--- src/hw/rcs_pkg.sv ---
// constants, layouts and types of the reset and clock sequencer
package rcs_pkg;

    // oscillator clock and derived timing counts
    localparam int unsigned OSC_FREQ_HZ    = 10_000_000;
    localparam int unsigned OSC_START_NS   = 3000;
    localparam int unsigned OSC_START_CYC  = (OSC_START_NS * (OSC_FREQ_HZ / 1_000_000) + 999) / 1000;
    localparam int unsigned POR_PULSE_US   = 600;
    localparam int unsigned POR_PULSE_CYC  = POR_PULSE_US * (OSC_FREQ_HZ / 1_000_000);
    localparam int unsigned WDOG_PULSE_CYC = 512;
    localparam int unsigned WARM_MIN_CYC   = 32;
    localparam int unsigned BUS_VALID_CYC  = 32;

    // register byte offsets
    localparam logic [4:0] OFS_CTRL     = 5'h00;
    localparam logic [4:0] OFS_PLL_MULT = 5'h04;
    localparam logic [4:0] OFS_LOCK_PRD = 5'h08;
    localparam logic [4:0] OFS_STATUS   = 5'h0C;

    // system clock divide select codes
    localparam logic [1:0] SYSTEM_CLOCK_DIVIDE_SELECT_DIV4A = 2'h0;
    localparam logic [1:0] SYSTEM_CLOCK_DIVIDE_SELECT_DIV4B = 2'h1;
    localparam logic [1:0] SYSTEM_CLOCK_DIVIDE_SELECT_DIV2  = 2'h2;
    localparam logic [1:0] SYSTEM_CLOCK_DIVIDE_SELECT_DIV1  = 2'h3;

    // reset values
    localparam logic [1:0]  SYSTEM_CLOCK_DIVIDE_SELECT_RST   = 2'h0;
    localparam logic [1:0]  XDIV_RST     = 2'h0;
    localparam logic        XEN_RST      = 1'b0;
    localparam logic [4:0]  PLL_MULT_RST = 5'h00;
    localparam logic [15:0] LOCK_PRD_RST = 16'h2710;

    typedef struct packed {
        logic       clock_output_enable;
        logic [1:0] clock_output_divider;
        logic [1:0] system_clock_divide_select;
    } rcs_ctrl_t;

    typedef enum logic [2:0] {
        ST_OSC_START = 3'b000,
        ST_POR_DRIVE = 3'b001,
        ST_PIN_WAIT  = 3'b011,
        ST_POST_WAIT = 3'b010,
        ST_RUN       = 3'b110,
        ST_WDOG      = 3'b111,
        ST_EXT_LOW   = 3'b101
    } rcs_state_t;

    typedef enum logic [1:0] {
        CAUSE_POR  = 2'h0,
        CAUSE_WDOG = 2'h1,
        CAUSE_WARM = 2'h2
    } rcs_cause_t;

    typedef struct packed {
        rcs_cause_t cause;
        logic [3:0] boot_mode;
        logic       pll_locking;
        rcs_state_t state;
    } rcs_status_t;

endpackage

--- src/hw/rcs_sequencer.sv ---
// reset and clock start-up sequencer with an avalon-mm register slave
// Summary of operation
// - system clock oscillator/4 after power-up
// - clock output divider resets zero, output osc/16
// - boot step selects divide-by-one, output osc/4
// - clock output pin idle until software enables
// - sample boot-mode pins after reset release
// - power-on reset drives pin low 600 us
// - watchdog reset pulse lasts 512 cycles
// - bus valid 32 cycles after pin high
// - wait 3 us for oscillator start
// - after lock run programmed multiplied rate
// - pulls enabled only after brown-out release
//
// Our own choices: the Avalon-MM register port and the register offsets.
`timescale 1ns/1ps

module rcs_sequencer #(
    parameter logic [15:0] POR_PULSE_CYCLES = 16'(rcs_pkg::POR_PULSE_CYC)
) (
    input  wire logic        ref_clk,
    input  wire logic        rst_n,
    input  wire logic [4:0]  avs_address,
    input  wire logic        avs_read,
    input  wire logic        avs_write,
    input  wire logic [31:0] avs_writedata,
    output logic      [31:0] avs_readdata,
    output logic             avs_waitrequest,
    input  wire logic        external_reset_pin_in,
    output logic             external_reset_pin_out,
    output logic             external_reset_pin_oe,
    input  wire logic        brownout_reset_n,
    input  wire logic        watchdog_expire,
    input  wire logic [3:0]  boot_mode_pins,
    output logic      [3:0]  boot_mode,
    output logic             boot_mode_valid,
    output logic             core_reset_n,
    output logic             bus_valid,
    output logic             pull_enable,
    output logic             clock_output_pin,
    output logic      [4:0]  sysclk_num,
    output logic      [3:0]  sysclk_den,
    output logic             pll_locking
);

    localparam logic [15:0] OSC_START_LAST = 16'(rcs_pkg::OSC_START_CYC - 1);
    localparam logic [15:0] WDOG_LAST      = 16'(rcs_pkg::WDOG_PULSE_CYC - 1);
    localparam logic [15:0] WARM_LAST      = 16'(rcs_pkg::WARM_MIN_CYC - 1);
    localparam logic [15:0] BUS_VALID_LAST = 16'(rcs_pkg::BUS_VALID_CYC - 1);
    localparam logic [15:0] POR_LAST       = POR_PULSE_CYCLES - 16'h0001;

    // divide factor of the system clock divide select
    function automatic logic [3:0] sys_div(input logic [1:0] sel);
        case (sel)
            rcs_pkg::SYSTEM_CLOCK_DIVIDE_SELECT_DIV2: sys_div = 4'h2;
            rcs_pkg::SYSTEM_CLOCK_DIVIDE_SELECT_DIV1: sys_div = 4'h1;
            default:              sys_div = 4'h4;
        endcase
    endfunction

    // divide factor of the clock output divider
    function automatic logic [3:0] out_div(input logic [1:0] sel);
        case (sel)
            2'h0:    out_div = 4'h4;
            2'h1:    out_div = 4'h2;
            default: out_div = 4'h1;
        endcase
    endfunction

    // two-flop synchronisers: bit 0 reset pin, bit 1 brown-out release
    logic [1:0] sync_meta;
    logic [1:0] sync_out;
    wire  [1:0] async_in = {brownout_reset_n, external_reset_pin_in};

    genvar gi;
    generate
        for (gi = 0; gi < 2; gi = gi + 1) begin : g_sync
            always_ff @(posedge ref_clk or negedge rst_n) begin
                if (!rst_n) begin
                    sync_meta[gi] <= 1'b0;
                    sync_out[gi]  <= 1'b0;
                end else begin
                    sync_meta[gi] <= async_in[gi];
                    sync_out[gi]  <= sync_meta[gi];
                end
            end
        end
    endgenerate

    wire pin_high     = sync_out[0];
    wire brownout_rel = sync_out[1];

    // sequencer state
    rcs_pkg::rcs_state_t state;
    rcs_pkg::rcs_state_t next_state;
    rcs_pkg::rcs_cause_t cause;
    rcs_pkg::rcs_cause_t next_cause;
    logic [15:0]         cnt;
    logic [15:0]         next_cnt;

    wire cnt_done = (cnt == 16'h0000);

    always_comb begin
        next_state = state;
        next_cause = cause;
        next_cnt   = (cnt == 16'h0000) ? cnt : cnt - 16'h0001;
        case (state)
            rcs_pkg::ST_OSC_START: begin
                if (cnt_done) begin
                    next_state = rcs_pkg::ST_POR_DRIVE;
                    next_cnt   = POR_LAST;
                end
            end
            rcs_pkg::ST_POR_DRIVE: begin
                if (cnt_done) begin
                    next_state = rcs_pkg::ST_PIN_WAIT;
                end
            end
            rcs_pkg::ST_PIN_WAIT: begin
                // a board that leaves the pin floating relies on its pull-up here
                if (pin_high) begin
                    next_state = rcs_pkg::ST_POST_WAIT;
                    next_cnt   = BUS_VALID_LAST;
                end
            end
            rcs_pkg::ST_POST_WAIT: begin
                if (!pin_high) begin
                    next_state = rcs_pkg::ST_PIN_WAIT;
                end else if (cnt_done) begin
                    next_state = rcs_pkg::ST_RUN;
                end
            end
            rcs_pkg::ST_RUN: begin
                if (watchdog_expire) begin
                    next_state = rcs_pkg::ST_WDOG;
                    next_cause = rcs_pkg::CAUSE_WDOG;
                    next_cnt   = WDOG_LAST;
                end else if (!pin_high) begin
                    next_state = rcs_pkg::ST_EXT_LOW;
                    next_cnt   = 16'h0001;
                end
            end
            rcs_pkg::ST_EXT_LOW: begin
                // shorter low pulses are glitches and leave the core running
                if (pin_high) begin
                    next_state = rcs_pkg::ST_RUN;
                end else if (cnt == WARM_LAST) begin
                    next_state = rcs_pkg::ST_PIN_WAIT;
                    next_cause = rcs_pkg::CAUSE_WARM;
                end else begin
                    next_cnt = cnt + 16'h0001;
                end
            end
            rcs_pkg::ST_WDOG: begin
                if (cnt_done) begin
                    next_state = rcs_pkg::ST_PIN_WAIT;
                end
            end
            default: begin
                next_state = rcs_pkg::ST_OSC_START;
                next_cnt   = OSC_START_LAST;
            end
        endcase
    end

    always_ff @(posedge ref_clk or negedge rst_n) begin
        if (!rst_n) begin
            state <= rcs_pkg::ST_OSC_START;
            cause <= rcs_pkg::CAUSE_POR;
            cnt   <= OSC_START_LAST;
        end else begin
            state <= next_state;
            cause <= next_cause;
            cnt   <= next_cnt;
        end
    end

    wire run       = (state == rcs_pkg::ST_RUN) || (state == rcs_pkg::ST_EXT_LOW);
    wire next_run  = (next_state == rcs_pkg::ST_RUN) || (next_state == rcs_pkg::ST_EXT_LOW);
    wire enter_run = (state == rcs_pkg::ST_POST_WAIT) && (next_state == rcs_pkg::ST_RUN);
    // pin stays low through oscillator start so the power-on pulse has no gap
    wire next_drive = (next_state == rcs_pkg::ST_OSC_START) ||
                      (next_state == rcs_pkg::ST_POR_DRIVE) || (next_state == rcs_pkg::ST_WDOG);

    // avalon slave: one wait cycle, then answer for one cycle
    wire req      = avs_read || avs_write;
    wire wr_take  = avs_write && !avs_waitrequest && run;
    wire wr_ctrl  = wr_take && (avs_address == rcs_pkg::OFS_CTRL);
    wire wr_mult  = wr_take && (avs_address == rcs_pkg::OFS_PLL_MULT);
    wire wr_lock  = wr_take && (avs_address == rcs_pkg::OFS_LOCK_PRD);

    rcs_pkg::rcs_ctrl_t ctrl;
    logic [4:0]         pll_mult;
    logic [15:0]        lock_prd;
    logic [15:0]        lock_cnt;
    logic               locking;

    rcs_pkg::rcs_status_t status;
    assign status = '{cause: cause, boot_mode: boot_mode, pll_locking: locking, state: state};

    logic [31:0] rd_mux;
    always_comb begin
        case (avs_address)
            rcs_pkg::OFS_CTRL:     rd_mux = {27'h000_0000, ctrl};
            rcs_pkg::OFS_PLL_MULT: rd_mux = {27'h000_0000, pll_mult};
            rcs_pkg::OFS_LOCK_PRD: rd_mux = {16'h0000, lock_prd};
            rcs_pkg::OFS_STATUS:   rd_mux = {22'h00_0000, status};
            default:               rd_mux = 32'h0000_0000;
        endcase
    end

    always_ff @(posedge ref_clk or negedge rst_n) begin
        if (!rst_n) begin
            avs_waitrequest <= 1'b1;
            avs_readdata    <= 32'h0000_0000;
        end else begin
            avs_waitrequest <= !(req && avs_waitrequest);
            avs_readdata    <= (avs_read && avs_waitrequest) ? rd_mux : 32'h0000_0000;
        end
    end

    // configuration returns to reset values for every reset of the core
    always_ff @(posedge ref_clk or negedge rst_n) begin
        if (!rst_n) begin
            ctrl     <= '{rcs_pkg::XEN_RST, rcs_pkg::XDIV_RST, rcs_pkg::SYSTEM_CLOCK_DIVIDE_SELECT_RST};
            pll_mult <= rcs_pkg::PLL_MULT_RST;
            lock_prd <= rcs_pkg::LOCK_PRD_RST;
        end else if (enter_run) begin
            ctrl.system_clock_divide_select <= rcs_pkg::SYSTEM_CLOCK_DIVIDE_SELECT_DIV1;
        end else if (!run) begin
            ctrl     <= '{rcs_pkg::XEN_RST, rcs_pkg::XDIV_RST, rcs_pkg::SYSTEM_CLOCK_DIVIDE_SELECT_RST};
            pll_mult <= rcs_pkg::PLL_MULT_RST;
            lock_prd <= rcs_pkg::LOCK_PRD_RST;
        end else begin
            if (wr_ctrl) begin
                ctrl <= rcs_pkg::rcs_ctrl_t'(avs_writedata[4:0]);
            end
            if (wr_mult) begin
                pll_mult <= avs_writedata[4:0];
            end
            if (wr_lock) begin
                lock_prd <= avs_writedata[15:0];
            end
        end
    end

    // lock phase counted in oscillator cycles from the programmed period
    always_ff @(posedge ref_clk or negedge rst_n) begin
        if (!rst_n) begin
            locking  <= 1'b0;
            lock_cnt <= 16'h0000;
        end else if (!run) begin
            locking  <= 1'b0;
            lock_cnt <= 16'h0000;
        end else if (wr_mult) begin
            locking  <= (lock_prd != 16'h0000);
            lock_cnt <= lock_prd;
        end else if (locking) begin
            lock_cnt <= lock_cnt - 16'h0001;
            locking  <= (lock_cnt != 16'h0001);
        end
    end

    // system clock rate as numerator and denominator of the oscillator clock
    wire [3:0] cur_div = sys_div(ctrl.system_clock_divide_select);
    logic [4:0] next_num;
    logic [3:0] next_den;
    always_comb begin
        if (!run) begin
            next_num = 5'h01;
            next_den = 4'h4;
        end else if (locking) begin
            next_num = 5'h01;
            next_den = 4'h2;
        end else if (pll_mult != 5'h00) begin
            next_num = pll_mult;
            next_den = 4'(cur_div << 1);
        end else begin
            next_num = 5'h01;
            next_den = cur_div;
        end
    end

    // clock output half period in oscillator cycles; a multiplied rate, or one above osc/2, gives osc/2
    wire [7:0] out_ratio = 8'(next_den) * 8'(out_div(ctrl.clock_output_divider));
    wire [7:0] half_raw  = out_ratio >> 1;
    wire [7:0] half_prd  = (next_num == 5'h01 && half_raw != 8'h00) ? half_raw : 8'h01;
    wire       xout_on   = run && ctrl.clock_output_enable;
    logic [7:0] xout_cnt;

    always_ff @(posedge ref_clk or negedge rst_n) begin
        if (!rst_n) begin
            clock_output_pin <= 1'b0;
            xout_cnt         <= 8'h00;
        end else if (!xout_on) begin
            clock_output_pin <= 1'b0;
            xout_cnt         <= 8'h00;
        end else if (xout_cnt + 8'h01 >= half_prd) begin
            clock_output_pin <= !clock_output_pin;
            xout_cnt         <= 8'h00;
        end else begin
            xout_cnt <= xout_cnt + 8'h01;
        end
    end

    // pin, status and clock-rate outputs
    always_ff @(posedge ref_clk or negedge rst_n) begin
        if (!rst_n) begin
            external_reset_pin_out <= 1'b0;
            external_reset_pin_oe  <= 1'b1;
            core_reset_n           <= 1'b0;
            bus_valid              <= 1'b0;
            pull_enable            <= 1'b0;
            sysclk_num             <= 5'h01;
            sysclk_den             <= 4'h4;
            pll_locking            <= 1'b0;
        end else begin
            external_reset_pin_out <= 1'b0;
            external_reset_pin_oe  <= next_drive;
            core_reset_n           <= next_run;
            bus_valid              <= next_run;
            pull_enable            <= brownout_rel;
            sysclk_num             <= next_num;
            sysclk_den             <= next_den;
            pll_locking            <= locking;
        end
    end

    // boot pins caught once at release; board keeps them steady meanwhile
    always_ff @(posedge ref_clk or negedge rst_n) begin
        if (!rst_n) begin
            boot_mode       <= 4'h0;
            boot_mode_valid <= 1'b0;
        end else begin
            if (enter_run) begin
                boot_mode <= boot_mode_pins;
            end
            boot_mode_valid <= next_run;
        end
    end

endmodule

--- config.mk ---
export PLATFORM = sky130hd
export DESIGN_NAME = rcs_sequencer
export DESIGN_NICKNAME = d
export VERILOG_FILES = /design/src/hw/rcs_pkg.sv /design/src/hw/rcs_sequencer.sv
export SDC_FILE = /design/constraint.sdc
export NUM_CORES = 1
export LEC_CHECK = 0
export BUFFER_PORTS_ARGS = -buffer_cell sky130_fd_sc_hd__buf_2
export CAP_MARGIN = 10
export CORE_MARGIN = 2
export CORE_UTILIZATION = 45
export CTS_CLUSTER_DIAMETER = 60
export DETAILED_ROUTE_END_ITERATION = 12
export PLACE_DENSITY = 0.68
export SYNTH_ARGS = -nofsm -noshare
export SYNTH_HDL_FRONTEND = slang
export SYNTH_SLANG_ARGS = --single-unit
export TNS_END_PERCENT = 20
--- constraint.sdc ---
create_clock -name ref_clk -period 5.2 [get_ports ref_clk]
set_input_delay 0.26 -clock ref_clk [delete_from_list [all_inputs] [get_ports ref_clk]]
set_output_delay 0.26 -clock ref_clk [all_outputs]
set_load 0.01 [all_outputs]
After elaboration in Yosys (flattened, before gate mapping)
Cells that the tools add are included.
{ "totals": {"output_inout_bits": 54, "latch_bits": 0, "register_bits": 127, "rom_bits": 0, "input_bits": 48, "ram_bits": 0, "mem_count": 0, "word_cells": 143} }
{ "classes": {"n_bitwise": 1, "eq_ne": 28, "n_reduce_logical": 33, "add_sub_neg": 4, "shift": 0, "n_div": 0, "multipliers": 1, "muxes": 50, "order_cmp": 1} }
{ "op_table": {"columns": ["operator", "count"], "rows": [
  ["$mux W16", 12],
  ["$pmux W16 S5", 1],
  ["$pmux W16 S4", 1],
  ["$mux W5", 7],
  ["$mux W32", 1],
  ["$sub A16 B1 Y16 const B", 2],
  ["$mux W3", 9],
  ["$eq A3 B3 Y1 const B", 6],
  ["$pmux W3 S6", 1],
  ["$add A16 B1 Y16 const B", 1],
  ["$eq A16 B5 Y1 const B", 1],
  ["$logic_not A16 Y1", 1],
  ["$mux W8", 2],
  ["$ne A16 B1 Y1 const B", 1],
  ["$reduce_bool A16 Y1", 1],
  ["$mux W4", 3],
  ["$pmux W3 S2", 2],
  ["$eq A5 B4 Y1 const B", 2],
  ["$logic_and A1 B1 Y1", 10],
  ["$add A8 B1 Y8 const B", 1],
  ["$ge A8 B7 Y1", 1],
  ["$mul A4 B4 Y8", 1],
  ["$mux W2", 4],
  ["$ne A2 B1 Y1 const B", 4],
  ["24 further kinds", 43]
]} }

Logic depth before layout (Yosys ltp)
{ "logic_depth": {"ltp_word": 12, "mapped_depth": 22, "depth_no_buf": 22} }

Least setup slack after synthesis
OpenSTA, ideal clock, no wires.
{ "synth_timing": {"path_kind": "reg2reg", "startpoint": "register pll_mult[1]", "endpoint": "register clock_output_pin", "arrival_time_ns": 4.406, "setup_time_ns": 0.125, "period_less_slack_ns": 4.531, "path_buffers": 0, "stages_incl_launch_ff": 22, "required_time_ns": 5.075, "slack_ns": 0.669, "cell_sequence": "dfrtp_1 > or4_1 > nor2_1 > nor3_1 > a21oi_1 > o21ai_0 > and2_1 > fa_1 > ha_1 > inv_1 > fa_1 > nand2b_1 > o21bai_1 > nand3_1 > o211ai_1 > ha_1 > nand2b_1 > a211oi_1 > o21ai_0 > nand2_1 > nand3_1 > mux2_2"} }
{ "synth_between": {"elab_chain_len": 10} }
{ "synth_rtl": {"columns": ["element", "line", "source"], "rows": [
  ["start, declared", "rcs_sequencer.sv:193", "logic [4:0] pll_mult;"],
  ["start signal, assigned", "rcs_sequencer.sv:226", "pll_mult <= rcs_pkg::PLL_MULT_RST;"],
  ["start signal, assigned", "rcs_sequencer.sv:232", "pll_mult <= rcs_pkg::PLL_MULT_RST;"],
  ["start signal, assigned", "rcs_sequencer.sv:239", "pll_mult <= avs_writedata[4:0];"],
  ["$reduce_bool A5 Y1 (*)", "rcs_sequencer.sv:275", "end else if (pll_mult != 5'h00) begin"],
  ["$mux W4 (*)", "rcs_sequencer.sv:275", null],
  ["$mux W4 (*)", "rcs_sequencer.sv:272", "end else if (locking) begin"],
  ["$mux W4 (*)", "rcs_sequencer.sv:269", "if (!run) begin"],
  ["named net next_den[2]", "rcs_sequencer.sv:267", "logic [3:0] next_den;"],
  ["$mul A4 B4 Y8 (*)", "rcs_sequencer.sv:285", "wire [7:0] out_ratio = 8'(next_den) * 8'(out_div(ctrl.clock_output_divider));"],
  ["$reduce_bool A8 Y1", "rcs_sequencer.sv:287", "wire [7:0] half_prd = (next_num == 5'h01 && half_raw != 8'h00) ? half_raw : 8'h01;"],
  ["$logic_and A1 B1 Y1", "rcs_sequencer.sv:287", null],
  ["$mux W7 (*)", "rcs_sequencer.sv:287", null],
  ["$ge A8 B7 Y1 (*)", "rcs_sequencer.sv:298", "end else if (xout_cnt + 8'h01 >= half_prd) begin"],
  ["$ne A2 B1 Y1 (no source line) (*)", null, null],
  ["end signal, assigned", "rcs_sequencer.sv:299", "clock_output_pin <= !clock_output_pin;"],
  ["end, declared", "rcs_sequencer.sv:40", "output logic clock_output_pin,"]
]} }
The timed path passes the listed nets; every way through them passes the cells marked *.
A chain may end at the register's enable or synchronous reset.

Worst setup path after layout
Ends and elaborated chain as after synthesis.

==> out/results.txt <==
Max-slew headroom -> 0.3206
Post-route minimum period -> 4811 ps
# setup viols final -> 0
Synthesized area -> 0.006304 mm²
Hold Worst Slack -> 31.36 ps
Slew at the pin closest to its max-slew limit -> 1019 ps
Post-synth EDFFs -> 0
Pint -> 1.313 mW
Row count -> 43
Die height -> 122.4 µm
Ranking of synthesized cells by area -> dfrtp_1 (39%), dfstp_2 (5.4%), nand2_1 (5.2%)
Status -> finished, final reports clean
Switch share -> 0.2856
Ports -> 102
Port buffer count -> 68
Final Max Slew Viols -> 0
Wirelength per Cell -> 16.79 µm
Area leader, netlist -> dfrtp_1
Non-filler cells, final -> 933
Comb pwr share -> 0.123
1st-iter DRT viols -> 314
Die area -> 0.01497 mm²
Worst Skew -> 6.500 ps
Routed via count -> 5295
Post-CTS setup buffers -> 0
Placed Cells -> 915
Largest net degree at the start of global routing -> 73
Critical path arrival -> 5060 ps
Fmax -> 207.9 MHz
CP Class -> reg2reg
Inserted Clock Buffers -> 9
Power share of the clock group -> 0.367
Max Cap Violations -> 0
Ys Warns -> 0
Part of the Yosys area used for sequential elements -> 0.4432
Vias/cell -> 5.675
Total GRT Usage -> 0.2225
Final Net Count -> 817
Unrepaired setup endpoints after global routing -> false
Reg power frac -> 0.510
Synth Instances -> 695
Layout cell share with drive strength beyond 1 -> 0.1660
Ys flop type -> dfrtp_1
Synth Area per Inst -> 9.070 µm²
Pre-CTS WS -> 222.3 ps
Clock Pin Slew Worst Setup and Hold Paths -> 70 ps
NetSw -> 524.9 µW
Drt drc -> 0
Critical path capture point type -> flop
TritonCTS clock tree -> yes
Clock Path Buffers -> 2
Final WS setup -> 389.0 ps
Post-DP HPWL -> 11440 µm
Yosys reg bits -> 111
Vias in the first global route -> 5135
GPL Wtd Cong -> 0.9377
Insertion delay to the later sink of the worst-skew pair -> 360 ps
Final worst path period share -> 0.9252
Hold Path Class -> in2async
Max IR drop VDD -> 0.1700 mV
First-pass GRT wire length -> 26010 µm
Post-synthesis cell type count -> 64
Total grt overflow -> 0
TritonRoute pass-1 iters -> 7
Routed wire length -> 15660 µm
Die width -> 122.4 µm
Core area -> 0.01377 mm²
Clock root buffer -> clkbuf_16
Clock Sinks -> 111
Initial antenna violation count -> 0
CP max FO -> 7
Final TNS setup -> 0 ps
Critical Path RT -> 5450 ps
Post-route ant nets -> 0
Number of H-tree levels -> 3
Final hold violations -> 0
Area delta synth->final -> 11.53%
Leak Pwr -> 3.114 nW
Ys async rst share -> 1.000
CP startpoint kind -> flop
Top cell type's share of synthesized area -> 0.3890
Ant. Diodes -> 0
Initial Utilization -> 0.4577
Power Density -> 261.4 mW/mm²
-- cells by family after synthesis --
| group | share of synthesized area |
|---|---|
| multiplexers | 0.01052 |
| other | 0.0005949 |
| AND/OR/NAND/NOR | 0.2189 |
| buffers and inverters | 0.06034 |
| adder cells (fa/ha/maj) | 0.04526 |
| XOR/XNOR | 0.04446 |
| AO/OA/AOI/OAI | 0.1767 |
| flip-flops | 0.4432 |
-- critical path, cell delays in order (launching register included) --
cell and delay (ps):
dfrtp_1 420, or4_4 570, nor2_4 150, nor3_1 60
a21oi_1 120, o21ai_0 110, and2_1 190, fa_1 490
ha_1 170, inv_1 60, fa_1 370, nand2b_1 190
o21bai_1 180, nand3_1 100, o211ai_1 170, ha_1 250
nand2b_1 160, a211oi_2 250, o21ai_1 120, nand2_1 90
nand3_2 160, mux2_2 310
-- repair_timing --
action | in CTS | in global routing
gates resized for setup | 0 | 7
endpoints found under the setup margin | 0 | 7
hold endpoints to repair | 2 | 0
hold buffers | 2 | 0
-- Yosys cell counts, types with 4 or more instances --
| cell type | instances |
|---|---|
| dfrtp_1 | 98 |
| nand2_1 | 87 |
| nor2_1 | 56 |
| o21ai_0 | 49 |
| a21oi_1 | 29 |
| clkbuf_1 | 25 |
| nand3_1 | 23 |
| xnor2_1 | 21 |
| and2_1 | 20 |
| inv_1 | 20 |
| buf_4 | 19 |
| a22oi_1 | 18 |
| ha_1 | 18 |
| nor3_1 | 18 |
| nor4_1 | 14 |
| dfstp_2 | 13 |
| a211oi_1 | 12 |
| nand2b_1 | 12 |
| o21ai_1 | 11 |
| xor2_1 | 11 |
| or4_1 | 10 |
| a31oi_1 | 9 |
| o211ai_1 | 9 |
| nor2b_1 | 8 |
| or3_1 | 7 |
| and3_1 | 5 |
| mux2_2 | 5 |
| nand4_1 | 5 |
| buf_2 | 4 |
| o21a_1 | 4 |
| o31ai_1 | 4 |
-- path summary, 6_finish.rpt --
| path | start | to | slack (ps) | cells past startpoint |
|---|---|---|---|---|
| worst max register to register | pll_mult[1] | clock_output_pin | 390 | 21 |
| worst max-delay path | pll_mult[1] | clock_output_pin | 390 | 21 |
| worst min-delay path | rst_n | pull_enable | 30 | 1 |
| min in group ref_clk | avs_write | avs_waitrequest | 90 | 2 |
| worst min register to register | brownout_rel | pull_enable | 350 | 0 |
| max in group asynchronous | rst_n | lock_prd[9] | 4110 | 2 |
-- metrics by stage --
stage	total power, mW	instance area (µm²)	utilization
4_1_cts	1.855	7007	0.5087
5_1_grt	1.929	7030	0.5104
3_3_place_gp	1.165	6698	0.4863
2_1_floorplan	1.112	6371	-
6_report	1.838	7030	0.5104
3_5_place_dp	1.173	6698	0.4863
-- registers in the layout, indices dropped and copies added (netlist names), 2 cells and up --
register      count
xout_cnt          8
sysclk_den        4
lock_cnt         16
ctrl              5
state             3
avs_readdata     16
pll_mult          5
cnt              16
sync_meta         2
lock_prd         16
cause             2
sysclk_num        5
boot_mode         4
-- cells in the final DEF, fill, tap and decap left out, drive strengths merged, types with 9 or more instances in the layout --
master	Yosys	routed
nor4	14	14
a22oi	18	18
dfrtp	98	98
conb	1	19
a31oi	9	9
nand3	23	23
nor2	57	57
nor3	18	18
or4	12	12
a211oi	12	12
dfstp	13	13
o211ai	10	10
xnor2	21	21
ha	18	18
nand2	87	87
and2	20	20
xor2	11	11
a21oi	29	29
inv	21	25
buf	29	76
o21ai	61	61
nand2b	12	12
clkbuf	25	9
-- power groups by stage --
stage          clock [mW]  sequential, mW  combinational [mW]
2_1_floorplan           0           0.924               0.188
3_3_place_gp            0           0.950               0.216
3_5_place_dp            0           0.951               0.222
4_1_cts             0.696           0.935               0.224
5_1_grt             0.734           0.942               0.254
6_report            0.674           0.937               0.227
-- metal layers --
layer  GRT usage  wire (µm)  up-vias
li1            -          -     2541
met1      0.2892       6871     2575
met2      0.3597       7603      146
met3     0.05158        834       33
met4     0.08908        354        0
met5           0          0        -
-- area by class of cell --
cell class | count | area [µm²]
fillers | 1337 | 6743
multi-input cells | 527 | 3221
flip-flops and latches | 111 | 2794
repair buffers | 78 | 422.9
clock buffers | 9 | 225.2
well taps | 180 | 225.2
inverters | 21 | 78.83
clock inverters | 7 | 63.81
Note: power is estimated with default switching activity, not from simulation.
